<file path="src/verilog/csr_pkg.sv">
`default_nettype none
package csr_pkg;
	// special area map
	localparam logic [7:0] ADDR_IND0 = 8'h00;
	localparam logic [7:0] ADDR_PTR0 = 8'h01;
	localparam logic [7:0] ADDR_IND1 = 8'h02;
	localparam logic [7:0] ADDR_PTR1 = 8'h03;
	localparam logic [7:0] ADDR_BANK = 8'h04;
	localparam logic [7:0] ADDR_ACC = 8'h05;
	localparam logic [7:0] ADDR_PCL = 8'h06;
	localparam logic [7:0] ADDR_FLAGS = 8'h0a;
	localparam logic [7:0] ADDR_GP_BASE = 8'h40;
	// field positions
	localparam int BANK_SEL_BIT = 0;
	localparam int FLG_C = 0;
	localparam int FLG_AC = 1;
	localparam int FLG_Z = 2;
	localparam int FLG_OV = 3;
	localparam int FLG_PDF = 4;
	localparam int FLG_TO = 5;
	localparam logic [7:0] FLG_SW_MASK = 8'h0f;
	// reset values
	localparam logic [7:0] RST_BANK = 8'h00;
	localparam logic [7:0] RST_ACC = 8'h00;
	localparam logic [7:0] RST_PTR = 8'h00;
	localparam logic [5:0] RST_FLAGS = 6'h00;
	// alu operations
	typedef enum logic [3:0] {
		ALU_ADD, ALU_ADC, ALU_SUB, ALU_SBC, ALU_AND, ALU_OR, ALU_XOR,
		ALU_CPL, ALU_RLC, ALU_RRC
	} csr_alu_op_t;
endpackage
`default_nettype wire

</file>
<file path="src/verilog/csr_core.sv">
// Operation
// - alu results always land in the accumulator, never in data memory
// - no register-to-register move; memory stores take the accumulator only
// - pcl write jumps; 8-bit value replaces low byte, upper pc bits kept
// - a pcl load inserts one dummy cycle before execution resumes
// - bank select bit 0 picks bank 0 or bank 1
// - direct addressing always reaches bank 0
// - first pointer and its port always reach bank 0
// - second pointer and its port follow the bank select bit
// - resets clear bank select, except watchdog reset in idle or sleep
// - special registers decode the same whatever the bank
// - bank select bits 7..1 read zero; bit 0 read/write, powers up zero
// - flags byte: 5 time-out, 4 power-down, 3 ov, 2 z, 1 ac, 0 c
// - software writes change only flag bits 0 to 3
// - time-out set by watchdog, cleared by power-up, kick or halt
// - power-down set by halt, cleared by power-up or kick
// - overflow is carry into msb differing from carry out
// - zero flag follows whether the result is zero; rotates leave it unchanged
// - nibble carry set on low nibble carry or no borrow
// - carry set on carry out or no borrow; rotates pass through it
// - flags are never saved on call or interrupt entry
// - unused special locations read zero and ignore writes
// - indirect ports redirect via their pointer; self-target reads zero, writes nothing
//
// The plain strobed port and the address map were decided locally.
`timescale 1ns/1ps
`default_nettype none
module csr_core #(
	parameter int PC_W = 11,
	parameter int GP_DEPTH = 192
) (
	input wire logic clk,
	input wire logic rst_n,
	input wire logic ce,
	input wire logic [7:0] addr,
	input wire logic [7:0] wdata,
	input wire logic wr,
	input wire logic rd,
	output logic [7:0] rdata,
	input wire logic acc_load,
	input wire logic acc_store,
	input wire logic alu_go,
	input wire csr_pkg::csr_alu_op_t alu_op,
	input wire logic [7:0] alu_operand,
	input wire logic [PC_W-1:0] pc_cur,
	output logic pc_jump,
	output logic [PC_W-1:0] pc_target,
	output logic pc_dummy,
	input wire logic kick_watchdog_instr,
	input wire logic halt_instr,
	input wire logic wdt_timeout,
	input wire logic sys_reset,
	input wire logic wdt_reset_idle,
	output logic [7:0] alu_result_holder,
	output logic [7:0] core_flags,
	output logic bank_select_bit
);
	// ****************************************
	// reset release
	// ****************************************
	logic [1:0] rst_sync_ff;
	logic rst_s_n;
	always_ff @(posedge clk or negedge rst_n)
	begin
		if (!rst_n)
			rst_sync_ff <= 2'h0;
		else
			rst_sync_ff <= {rst_sync_ff[0], 1'b1};
	end
	assign rst_s_n = rst_sync_ff[1];

	// ****************************************
	// state
	// ****************************************
	logic [7:0] acc_ff;
	logic [7:0] bank0_pointer_ff;
	logic [7:0] either_bank_pointer_ff;
	logic bank_sel_ff;
	logic [5:0] flags_ff;
	logic [7:0] rdata_ff;
	logic pc_jump_ff;
	logic pc_dummy_ff;
	logic [PC_W-1:0] pc_target_ff;
	logic [7:0] ram [2][GP_DEPTH];

	// resolved location: {null, bank, address}
	function automatic logic [9:0] resolve(input logic [7:0] a, input logic [7:0] p0,
		input logic [7:0] p1, input logic bsel);
		logic [7:0] eff;
		logic bank;
		logic ind;
		eff = a;
		bank = 1'b0;
		ind = 1'b0;
		if (a == csr_pkg::ADDR_IND0)
		begin
			eff = p0;
			ind = 1'b1;
		end
		else if (a == csr_pkg::ADDR_IND1)
		begin
			eff = p1;
			bank = bsel;
			ind = 1'b1;
		end
		resolve = {ind && (eff == csr_pkg::ADDR_IND0 || eff == csr_pkg::ADDR_IND1), bank, eff};
	endfunction

	// {ov, ac, c, sum}
	function automatic logic [10:0] add8(input logic [7:0] x, input logic [7:0] y,
		input logic cin);
		logic [8:0] s;
		logic c7;
		s = {1'b0, x} + {1'b0, y} + {8'h00, cin};
		c7 = x[7] ^ y[7] ^ s[7];
		add8 = {c7 ^ s[8], x[4] ^ y[4] ^ s[4], s[8], s[7:0]};
	endfunction

	// ****************************************
	// address decode
	// ****************************************
	logic [9:0] loc;
	logic loc_null;
	logic loc_bank;
	logic [7:0] loc_addr;
	logic loc_gp;
	logic [7:0] gp_idx;
	logic wr_any;
	logic [7:0] wr_val;
	logic [7:0] rd_val;
	assign loc = resolve(addr, bank0_pointer_ff, either_bank_pointer_ff, bank_sel_ff);
	assign loc_null = loc[9];
	assign loc_bank = loc[8];
	assign loc_addr = loc[7:0];
	assign loc_gp = (loc_addr >= csr_pkg::ADDR_GP_BASE) &&
		(32'(loc_addr - csr_pkg::ADDR_GP_BASE) < GP_DEPTH);
	assign gp_idx = loc_addr - csr_pkg::ADDR_GP_BASE;
	assign wr_any = (wr || acc_store) && !loc_null;
	assign wr_val = wr ? wdata : acc_ff;

	always_comb
	begin
		rd_val = 8'h00;
		if (loc_null)
			rd_val = 8'h00;
		else if (loc_gp)
			rd_val = ram[loc_bank][gp_idx];
		else
			unique case (loc_addr)
				csr_pkg::ADDR_PTR0: rd_val = bank0_pointer_ff;
				csr_pkg::ADDR_PTR1: rd_val = either_bank_pointer_ff;
				csr_pkg::ADDR_BANK: rd_val = {7'h00, bank_sel_ff};
				csr_pkg::ADDR_ACC: rd_val = acc_ff;
				csr_pkg::ADDR_PCL: rd_val = pc_cur[7:0];
				csr_pkg::ADDR_FLAGS: rd_val = {2'h0, flags_ff};
				default: rd_val = 8'h00;
			endcase
	end

	// ****************************************
	// alu
	// ****************************************
	logic [7:0] alu_res;
	logic [3:0] alu_flg;
	logic [3:0] alu_aff;
	logic [10:0] sum;
	always_comb
	begin
		sum = 11'h000;
		alu_res = acc_ff;
		alu_flg = flags_ff[3:0];
		alu_aff = 4'h0;
		unique case (alu_op)
			csr_pkg::ALU_ADD, csr_pkg::ALU_ADC:
			begin
				sum = add8(acc_ff, alu_operand,
					alu_op == csr_pkg::ALU_ADC && flags_ff[csr_pkg::FLG_C]);
				alu_aff = 4'hf;
			end
			csr_pkg::ALU_SUB, csr_pkg::ALU_SBC:
			begin
				sum = add8(acc_ff, ~alu_operand,
					alu_op == csr_pkg::ALU_SUB || flags_ff[csr_pkg::FLG_C]);
				alu_aff = 4'hf;
			end
			csr_pkg::ALU_AND: alu_res = acc_ff & alu_operand;
			csr_pkg::ALU_OR: alu_res = acc_ff | alu_operand;
			csr_pkg::ALU_XOR: alu_res = acc_ff ^ alu_operand;
			csr_pkg::ALU_CPL: alu_res = ~acc_ff;
			csr_pkg::ALU_RLC:
			begin
				alu_res = {acc_ff[6:0], flags_ff[csr_pkg::FLG_C]};
				alu_flg[csr_pkg::FLG_C] = acc_ff[7];
				alu_aff[csr_pkg::FLG_C] = 1'b1;
			end
			csr_pkg::ALU_RRC:
			begin
				alu_res = {flags_ff[csr_pkg::FLG_C], acc_ff[7:1]};
				alu_flg[csr_pkg::FLG_C] = acc_ff[0];
				alu_aff[csr_pkg::FLG_C] = 1'b1;
			end
			default: alu_res = acc_ff;
		endcase
		if (alu_aff[csr_pkg::FLG_OV])
		begin
			alu_res = sum[7:0];
			alu_flg[csr_pkg::FLG_C] = sum[8];
			alu_flg[csr_pkg::FLG_AC] = sum[9];
			alu_flg[csr_pkg::FLG_OV] = sum[10];
		end
		if (alu_op != csr_pkg::ALU_RLC && alu_op != csr_pkg::ALU_RRC)
		begin
			alu_flg[csr_pkg::FLG_Z] = (alu_res == 8'h00);
			alu_aff[csr_pkg::FLG_Z] = 1'b1;
		end
	end

	// ****************************************
	// accumulator
	// ****************************************
	always_ff @(posedge clk or negedge rst_s_n)
	begin
		if (!rst_s_n)
			acc_ff <= csr_pkg::RST_ACC;
		else if (ce)
		begin
			if (alu_go)
				acc_ff <= alu_res;
			else if (acc_load)
				acc_ff <= rd_val;
			else if (wr_any && !loc_gp && loc_addr == csr_pkg::ADDR_ACC)
				acc_ff <= wr_val;
		end
	end

	// ****************************************
	// pointers and bank select
	// ****************************************
	always_ff @(posedge clk or negedge rst_s_n)
	begin
		if (!rst_s_n)
		begin
			bank0_pointer_ff <= csr_pkg::RST_PTR;
			either_bank_pointer_ff <= csr_pkg::RST_PTR;
		end
		else if (ce && wr_any && !loc_gp)
		begin
			if (loc_addr == csr_pkg::ADDR_PTR0)
				bank0_pointer_ff <= wr_val;
			if (loc_addr == csr_pkg::ADDR_PTR1)
				either_bank_pointer_ff <= wr_val;
		end
	end

	always_ff @(posedge clk or negedge rst_s_n)
	begin
		if (!rst_s_n)
			bank_sel_ff <= csr_pkg::RST_BANK[csr_pkg::BANK_SEL_BIT];
		else if (ce)
		begin
			if (sys_reset && !wdt_reset_idle)
				bank_sel_ff <= csr_pkg::RST_BANK[csr_pkg::BANK_SEL_BIT];
			else if (wr_any && !loc_gp && loc_addr == csr_pkg::ADDR_BANK)
				bank_sel_ff <= wr_val[csr_pkg::BANK_SEL_BIT];
		end
	end

	// ****************************************
	// data memory
	// ****************************************
	always_ff @(posedge clk)
	begin
		if (ce && wr_any && loc_gp)
			ram[loc_bank][gp_idx] <= wr_val;
	end

	// ****************************************
	// flags
	// ****************************************
	// no save path exists
	always_ff @(posedge clk or negedge rst_s_n)
	begin
		if (!rst_s_n)
			flags_ff <= csr_pkg::RST_FLAGS;
		else if (ce)
		begin
			if (alu_go)
				flags_ff[3:0] <= alu_flg;
			else if (wr_any && !loc_gp && loc_addr == csr_pkg::ADDR_FLAGS)
				flags_ff[3:0] <= wr_val[3:0] & csr_pkg::FLG_SW_MASK[3:0];
			if (wdt_timeout)
				flags_ff[csr_pkg::FLG_TO] <= 1'b1;
			else if (kick_watchdog_instr || halt_instr)
				flags_ff[csr_pkg::FLG_TO] <= 1'b0;
			if (halt_instr)
				flags_ff[csr_pkg::FLG_PDF] <= 1'b1;
			else if (kick_watchdog_instr)
				flags_ff[csr_pkg::FLG_PDF] <= 1'b0;
		end
	end

	// ****************************************
	// read port and pc
	// ****************************************
	always_ff @(posedge clk or negedge rst_s_n)
	begin
		if (!rst_s_n)
			rdata_ff <= 8'h00;
		else if (ce && rd)
			rdata_ff <= rd_val;
	end

	always_ff @(posedge clk or negedge rst_s_n)
	begin
		if (!rst_s_n)
		begin
			pc_jump_ff <= 1'b0;
			pc_dummy_ff <= 1'b0;
			pc_target_ff <= '0;
		end
		else if (ce)
		begin
			pc_dummy_ff <= pc_jump_ff;
			pc_jump_ff <= wr_any && !loc_gp && loc_addr == csr_pkg::ADDR_PCL;
			if (wr_any && !loc_gp && loc_addr == csr_pkg::ADDR_PCL)
				pc_target_ff <= {pc_cur[PC_W-1:8], wr_val};
		end
	end

	assign rdata = rdata_ff;
	assign pc_jump = pc_jump_ff;
	assign pc_dummy = pc_dummy_ff;
	assign pc_target = pc_target_ff;
	assign alu_result_holder = acc_ff;
	assign core_flags = {2'h0, flags_ff};
	assign bank_select_bit = bank_sel_ff;
endmodule // csr_core
`default_nettype wire

</file>
<file path="config.mk">
export PLATFORM = sky130hd
export DESIGN_NAME = csr_core
export DESIGN_NICKNAME = d
export VERILOG_FILES = /design/src/verilog/csr_pkg.sv /design/src/verilog/csr_core.sv
export SDC_FILE = /design/constraint.sdc
export NUM_CORES = 2
export LEC_CHECK = 0
export ABC_CLOCK_PERIOD_IN_PS = 1500
export BUFFER_PORTS_ARGS = -buffer_cell sky130_fd_sc_hd__clkbuf_2
export CAP_MARGIN = 20
export CORE_UTILIZATION = 40
export CTS_CLUSTER_SIZE = 24
export DETAILED_ROUTE_END_ITERATION = 10
export PLACE_DENSITY = 0.57
export REMOVE_ABC_BUFFERS = 1
export SETUP_SLACK_MARGIN = 0.05
export SYNTH_ARGS = -nofsm -noshare
export SYNTH_HDL_FRONTEND = slang
export SYNTH_SLANG_ARGS = --single-unit
</file>
<file path="constraint.sdc">
create_clock -name clk -period 1.5 [get_ports clk]
set_input_delay 0 -clock clk [delete_from_list [all_inputs] [get_ports clk]]
set_output_delay 0 -clock clk [all_outputs]
set_load 0.05 [all_outputs]
</file>
After elaboration in Yosys (flattened, before gate mapping)
Memories as Yosys holds them, arrays and structs flattened.
Index checks and enable logic that the tools add are counted.
{"block": "op_classes", "n_eq_ne": 22, "n_addsub": 6, "bitwise_logic": 16, "n_mux": 36, "magnitude_cmp": 4, "reduce_logical": 45}
{"op": "$mux W1536", "n": 1}
{"op": "$mux W8", "n": 12}
{"op": "$pmux W8 S6", "n": 2}
{"op": "$bmux W8 S8", "n": 1}
{"op": "$demux W8 S8", "n": 1}
{"op": "$lt A32 B8 Y1 const B", "n": 1}
{"op": "$eq A8 B2 Y1 const B", "n": 3}
{"op": "$eq A8 B3 Y1 const B", "n": 3}
{"op": "$logic_not A8 Y1", "n": 3}
{"op": "$pmux W11 S2", "n": 1}
{"op": "$add A8 B8 Y9", "n": 2}
{"op": "$add A9 B1 Y9", "n": 2}
{"op": "$eq A4 B3 Y1 const B", "n": 4}
{"op": "$logic_and A1 B1 Y1", "n": 16}
{"op": "$not A8 Y8", "n": 2}
{"op": "$reduce_and A2 Y1", "n": 7}
{"op": "$mux W1", "n": 13}
{"op": "$xor A1 B1 Y1", "n": 10}
{"op": "$ge A9 B9 Y1 const B", "n": 1}
{"op": "$lt A9 B1 Y1 const B", "n": 1}
{"op": "$not A8 Y9", "n": 1}
{"op": "$reduce_and A3 Y1", "n": 3}
{"op": "$sub A8 B7 Y9 const B", "n": 1}
{"op": "$and A8 B8 Y8", "n": 1}
{"op": "other kinds (23)", "n": 37}
{"block": "word_totals", "memories": 1, "elab_cells": 144, "reg_bits": 54, "ramBits": 3072, "input_bits": 52, "out_inout_bits": 38}
{"name": "ram", "words": 2, "width": 1536, "rd": 1, "rd_clocked_by_memory_dff": 0, "write_ports": 1, "line": "csr_core.sv:84", "rtl": "logic [7:0] ram [2][GP_DEPTH];"}

Depth between registers and ports, before layout
{"block": "depth", "depth_word": 13, "ltp_mapped": 18, "mapped_depth_nobuf": 16}

Worst setup path before layout
OpenSTA, ideal clock, no wires.
{"block": "synth_path", "path_type": "register to register", "from": "reg acc_ff[2], in the netlist alu_result_holder[2]", "to": "mem ram[0][1002] (netlist bit), data pin", "required_ns": 0.436, "path_stages_with_launch": 4, "period_less_slack_ns": 6.299, "n_path_buf": 0, "setup_time_ns": 1.064, "t_arrival_ns": 5.235, "slack_ns": -4.799, "cell_sequence": "dfrtp_1 -> inv_1 -> o21a_1 -> inv_1"}
{"block": "synth_between", "elab_chain_len": 1}
{"element": "start: declaration", "line": "csr_core.sv:75", "rtl": "logic [7:0] acc_ff;"}
{"element": "start signal: assignment", "line": "csr_core.sv:224", "rtl": "acc_ff <= csr_pkg::RST_ACC;"}
{"element": "start signal: assignment", "line": "csr_core.sv:228", "rtl": "acc_ff <= alu_res;"}
{"element": "start signal: assignment", "line": "csr_core.sv:230", "rtl": "acc_ff <= rd_val;"}
{"element": "$mux W8", "line": "csr_core.sv:139", "rtl": "assign wr_val = wr ? wdata : acc_ff;"}
{"element": "via wr_val[2]", "line": "csr_core.sv:129", "rtl": "logic [7:0] wr_val;"}
{"element": "end: declaration", "line": "csr_core.sv:84"}
The timed path passes the listed nets, and every way through them passes these cells.

Final worst setup path
{"block": "layout_path", "from": "reg bank_sel_ff, in the netlist bank_select_bit", "to": "reg acc_ff[7], in the netlist alu_result_holder[7]"}
{"block": "layout_between", "elab_chain_len": 10}
{"element": "start: declaration", "line": "csr_core.sv:78", "rtl": "logic bank_sel_ff;"}
{"element": "start signal: assignment", "line": "csr_core.sv:258", "rtl": "bank_sel_ff <= csr_pkg::RST_BANK[csr_pkg::BANK_SEL_BIT];"}
{"element": "start signal: assignment", "line": "csr_core.sv:262", "rtl": "bank_sel_ff <= csr_pkg::RST_BANK[csr_pkg::BANK_SEL_BIT];"}
{"element": "start signal: assignment", "line": "csr_core.sv:264", "rtl": "bank_sel_ff <= wr_val[csr_pkg::BANK_SEL_BIT];"}
{"element": "$mux W1", "line": "csr_core.sv:100", "rtl": "else if (a == csr_pkg::ADDR_IND1)"}
{"element": "$mux W1", "line": "csr_core.sv:95", "rtl": "if (a == csr_pkg::ADDR_IND0)"}
{"element": "$mem_v2 Z2 W1536"}
{"element": "$bmux W8 S8", "line": "csr_core.sv:147", "rtl": "rd_val = ram[loc_bank][gp_idx];"}
{"element": "$mux W8 (not written as such) (2 in a row)", "line": "csr_core.sv:147"}
{"element": "$mux W8", "line": "csr_core.sv:146", "rtl": "else if (loc_gp)"}
{"element": "$mux W8", "line": "csr_core.sv:144", "rtl": "if (loc_null)"}
{"element": "$mux W8", "line": "csr_core.sv:229", "rtl": "else if (acc_load)"}
{"element": "$mux W8", "line": "csr_core.sv:227", "rtl": "if (alu_go)"}
{"element": "end signal: assignment", "line": "csr_core.sv:228"}
{"element": "end signal: assignment", "line": "csr_core.sv:230"}
{"element": "end signal: assignment", "line": "csr_core.sv:232", "rtl": "acc_ff <= wr_val;"}
No other way between the ends. The select of a mux whose other input is x is not followed.
A chain may end at the register's enable or synchronous reset.

==> results.ini <==
[placed_design]
dp_hpwl_mm = 338
placed_area_sq_um = 147000
gp_congestion = 0.974
portBuffers = 87

[clocking]
clock_path_buffers = 4
htreeDepth = 5
clk_latency_ns = 0.95
cts_tree = built
cts_inserted_buffers = 332
clk_pin_slew_worst_paths_ns = 0.06
cts_sinks = 3126
cts-root-buf = clkbuf_16
ctsHoldBuffers = 41

[route]
ant_nets = 0
drt_wl_total_mm = 503
vias = 93300
wire_per_inst_um = 32.4
drt-vias-per-instance = 6.01
drt_iter0_drc = 13500
drc_errors = 0
dr.pass1.iters = 6

[grt]
track_usage_pct = 30.7
grt_max_degree = 76
grt_pass1_wl_mm = 688
antenna_found_initial = 39
use_met1_pct = 39.6
met3_usage_pct = 6.93
gr-total-overflow = 0
busiest_layer = met2
grt_pass1_vias = 88800
use_met2_pct = 46.8

[worst_setup_path]
path_class = reg2reg
cp-start-kind = flop
cp_data_arrival_time_ns = 4.95
path_max_fanout = 4
end_kind = flop
crit_required_ns = 2.37

[logic_synthesis]
synth_area_sq_um = 127000
synth_top_flop_cell = edfxtp_1
syn_inst = 9173
synth-seq-area-share_pct = 73.9
syn_avg_cell_area_sq_um = 13.8
ys_warn_count = 0
synth_edf_count = 3072
synth_cell_types = 89
ys_ff_latch = 3126
async_flop_share_pct = 1.73

[timing]
hold_slack_ns = -0.0817
rsz0062_at_grt = yes
tightest_slew_ns = 1.02
skew_ns = 0.0457
slew_viol_final = 0
max_freq_ghz = 0.245
hold_viol = 2
setup_violations = 6209
min_period_ns = 4.08
setup-tns-final_ns = -6629.95
finalCritPeriodShare_pct = 272
slew_headroom_pct = 31.7
worst_slack_ns = -2.58

[layout]
areaGrowthSynthToFinish_pct = 29.4
layout_common_cells = 3072 x edfxtp_1, 1997 x nand2_1, 1569 x buf_4, 431 x nand3_1, 399 x nor2_1
drive_above_1_share_pct = 27.4
final_area_sq_um = 164000
layout_commonest_cell = edfxtp_1
fin_nets = 11200

[floorplan]
core_area_sq_um = 315000
die_height_um = 565
die_x_um = 565
rows = 206
start_util_pct = 40.2
ios = 90
die_area_sq_um = 319000

[pwr]
power_frac_seq_pct = 49.4
p_clk_share_pct = 40.1
p_leak_nw = 58.2
vdd_drop_max_v = 0.000991
p_sw_mw = 49.6
p_sw_share_pct = 24.7
power_frac_comb_pct = 10.5
powerDensity_nw_per_um2 = 1230
p_int_mw = 151

[status]
outcome = complete, but fails checks
violations = hold timing, setup timing

[hold_path]
hold_path_class = in2reg

[job]
cap_viol_max_count = 0

## cells in the mapped netlist, types with 16 or more instances
master     instances  area [sq um]
edfxtp_1        3072         92200
nand2_1         2015          7560
nor2_1           483          1810
nand3_1          443          2220
a21oi_1          363          1820
clkbuf_1         302          1130
mux2i_1          251          2510
a31oi_1          212          1330
buf_2            208          1040
and3_1           204          1280
a211oi_1         182          1370
o21ai_0          149           746
nor3_1           114           571
nand4_1          106           663
a32oi_1           77           674
a311oi_1          76           666
buf_1             64           240
mux4_2            62          1400
o22ai_1           58           363
dfrtp_1           54          1350
buf_4             46           345
inv_1             46           173
a221oi_1          45           394
nor4_1            42           263
buf_6             34           383
o211ai_1          34           255
a22oi_1           32           240
a221o_1           29           290
ha_1              27           338
o221ai_1          26           228
mux2_2            25           282
a22o_1            20           175
or3_1             20           125
o2111ai_1         18           158
o21ai_1           16          80.1
## layer usage
| layer | wire [um] | part of all wire, % | vias to the layer above |
|---|---|---|---|
| li1 | - | - | 38700 |
| met1 | 185000 | 37 | 47300 |
| met2 | 224000 | 44 | 6010 |
| met3 | 56600 | 11 | 1275 |
| met4 | 37800 | 7.5 | 14 |
| met5 | 100 | 0.020 | - |
## stage by stage
stage	setup slack [ns]	total power, mW	utilization, %	cells
after floorplan	-33.17	110	-	8520
after global placement	-4.04	120	46.8	14700
after detailed placement	-3.88	120	46.8	14700
after CTS	-2.45	201	51.5	15400
after global routing	-2.51	205	52.0	15500
final	-2.58	201	52.1	15500
## worst max-delay path, stage by stage (launching register included)
cell and delay [ns]:
dfrtp_1 0.43, buf_6 0.13, and3b_2 0.22, nand3_4 0.10, buf_12 0.17, a21oi_4 0.27
buf_12 0.16, buf_8 0.10, a221o_1 0.20, a21oi_2 0.07, o311ai_4 0.28, buf_4 0.17
nand4b_1 0.32, or4_1 0.59, o41a_1 0.26, o2111ai_2 0.23, buf_4 0.17, a221o_1 0.13
## final timing paths
check | startpoint | endpoint | slack [ns] | depth (start not counted)
min in group asynchronous | rst_sync_ff[1] | pc_dummy | 0.17 | 0
max | bank_select_bit | alu_result_holder[7] | -2.58 | 17
max in group asynchronous | rst_sync_ff[1] | flags_ff[5] | 0.84 | 1
min | acc_store | flags_ff[2] | -0.08 | 6
min reg2reg | rst_sync_ff[1] | pc_dummy | 0.17 | 0
max reg2reg | bank_select_bit | alu_result_holder[7] | -2.58 | 17
## power groups by stage
stage	Clock (mW)	Combinational (mW)	Sequential, mW
2_1_floorplan	0	7.13	103
3_3_place_gp	0	19.0	101
3_5_place_dp	0	19.3	101
4_1_cts	81.1	20.2	99.3
5_1_grt	84.2	21.5	99.3
6_report	80.7	21.1	99.3
## cell type report
class                   instances  area [sq um]
clock buffers                 401          8650
well taps                    4160          5200
flip-flops and latches       3126         93600
multi-input cells            5348         32100
inverters                      46           233
repair buffers               2223         22200
clock inverters               195          1880
fillers                     26100        151000
diodes                         24          60.1
## registers in the layout, indices dropped and copies added (netlist names)
signal	flops
alu_result_holder	8
bank0_pointer_ff	8
bank_select_bit	1
either_bank_pointer_ff	8
flags_ff	6
pc_dummy	1
pc_jump	1
pc_target	11
ram	3072
rdata	8
rst_sync_ff	2
## cell families after synthesis
group,share of synthesized area [%]
AOI/OAI and AO/OA,7.93
xor gates and xnor gates,0.0553
adders and majority gates,0.330
buffers and inverters,2.62
DFF,73.9
muxes,3.34
other,0.00593
and+or+nand+nor,11.8
## what timing repair did
item	4_1_cts	5_1_grt
gates resized for setup	468	270
pin swaps	120	94
gates cloned	24	12
buffers inserted	117	53
endpoints found under the setup margin	6215	6214
endpoints found under the hold margin	457	1
Power figures use the tool's default switching activity.
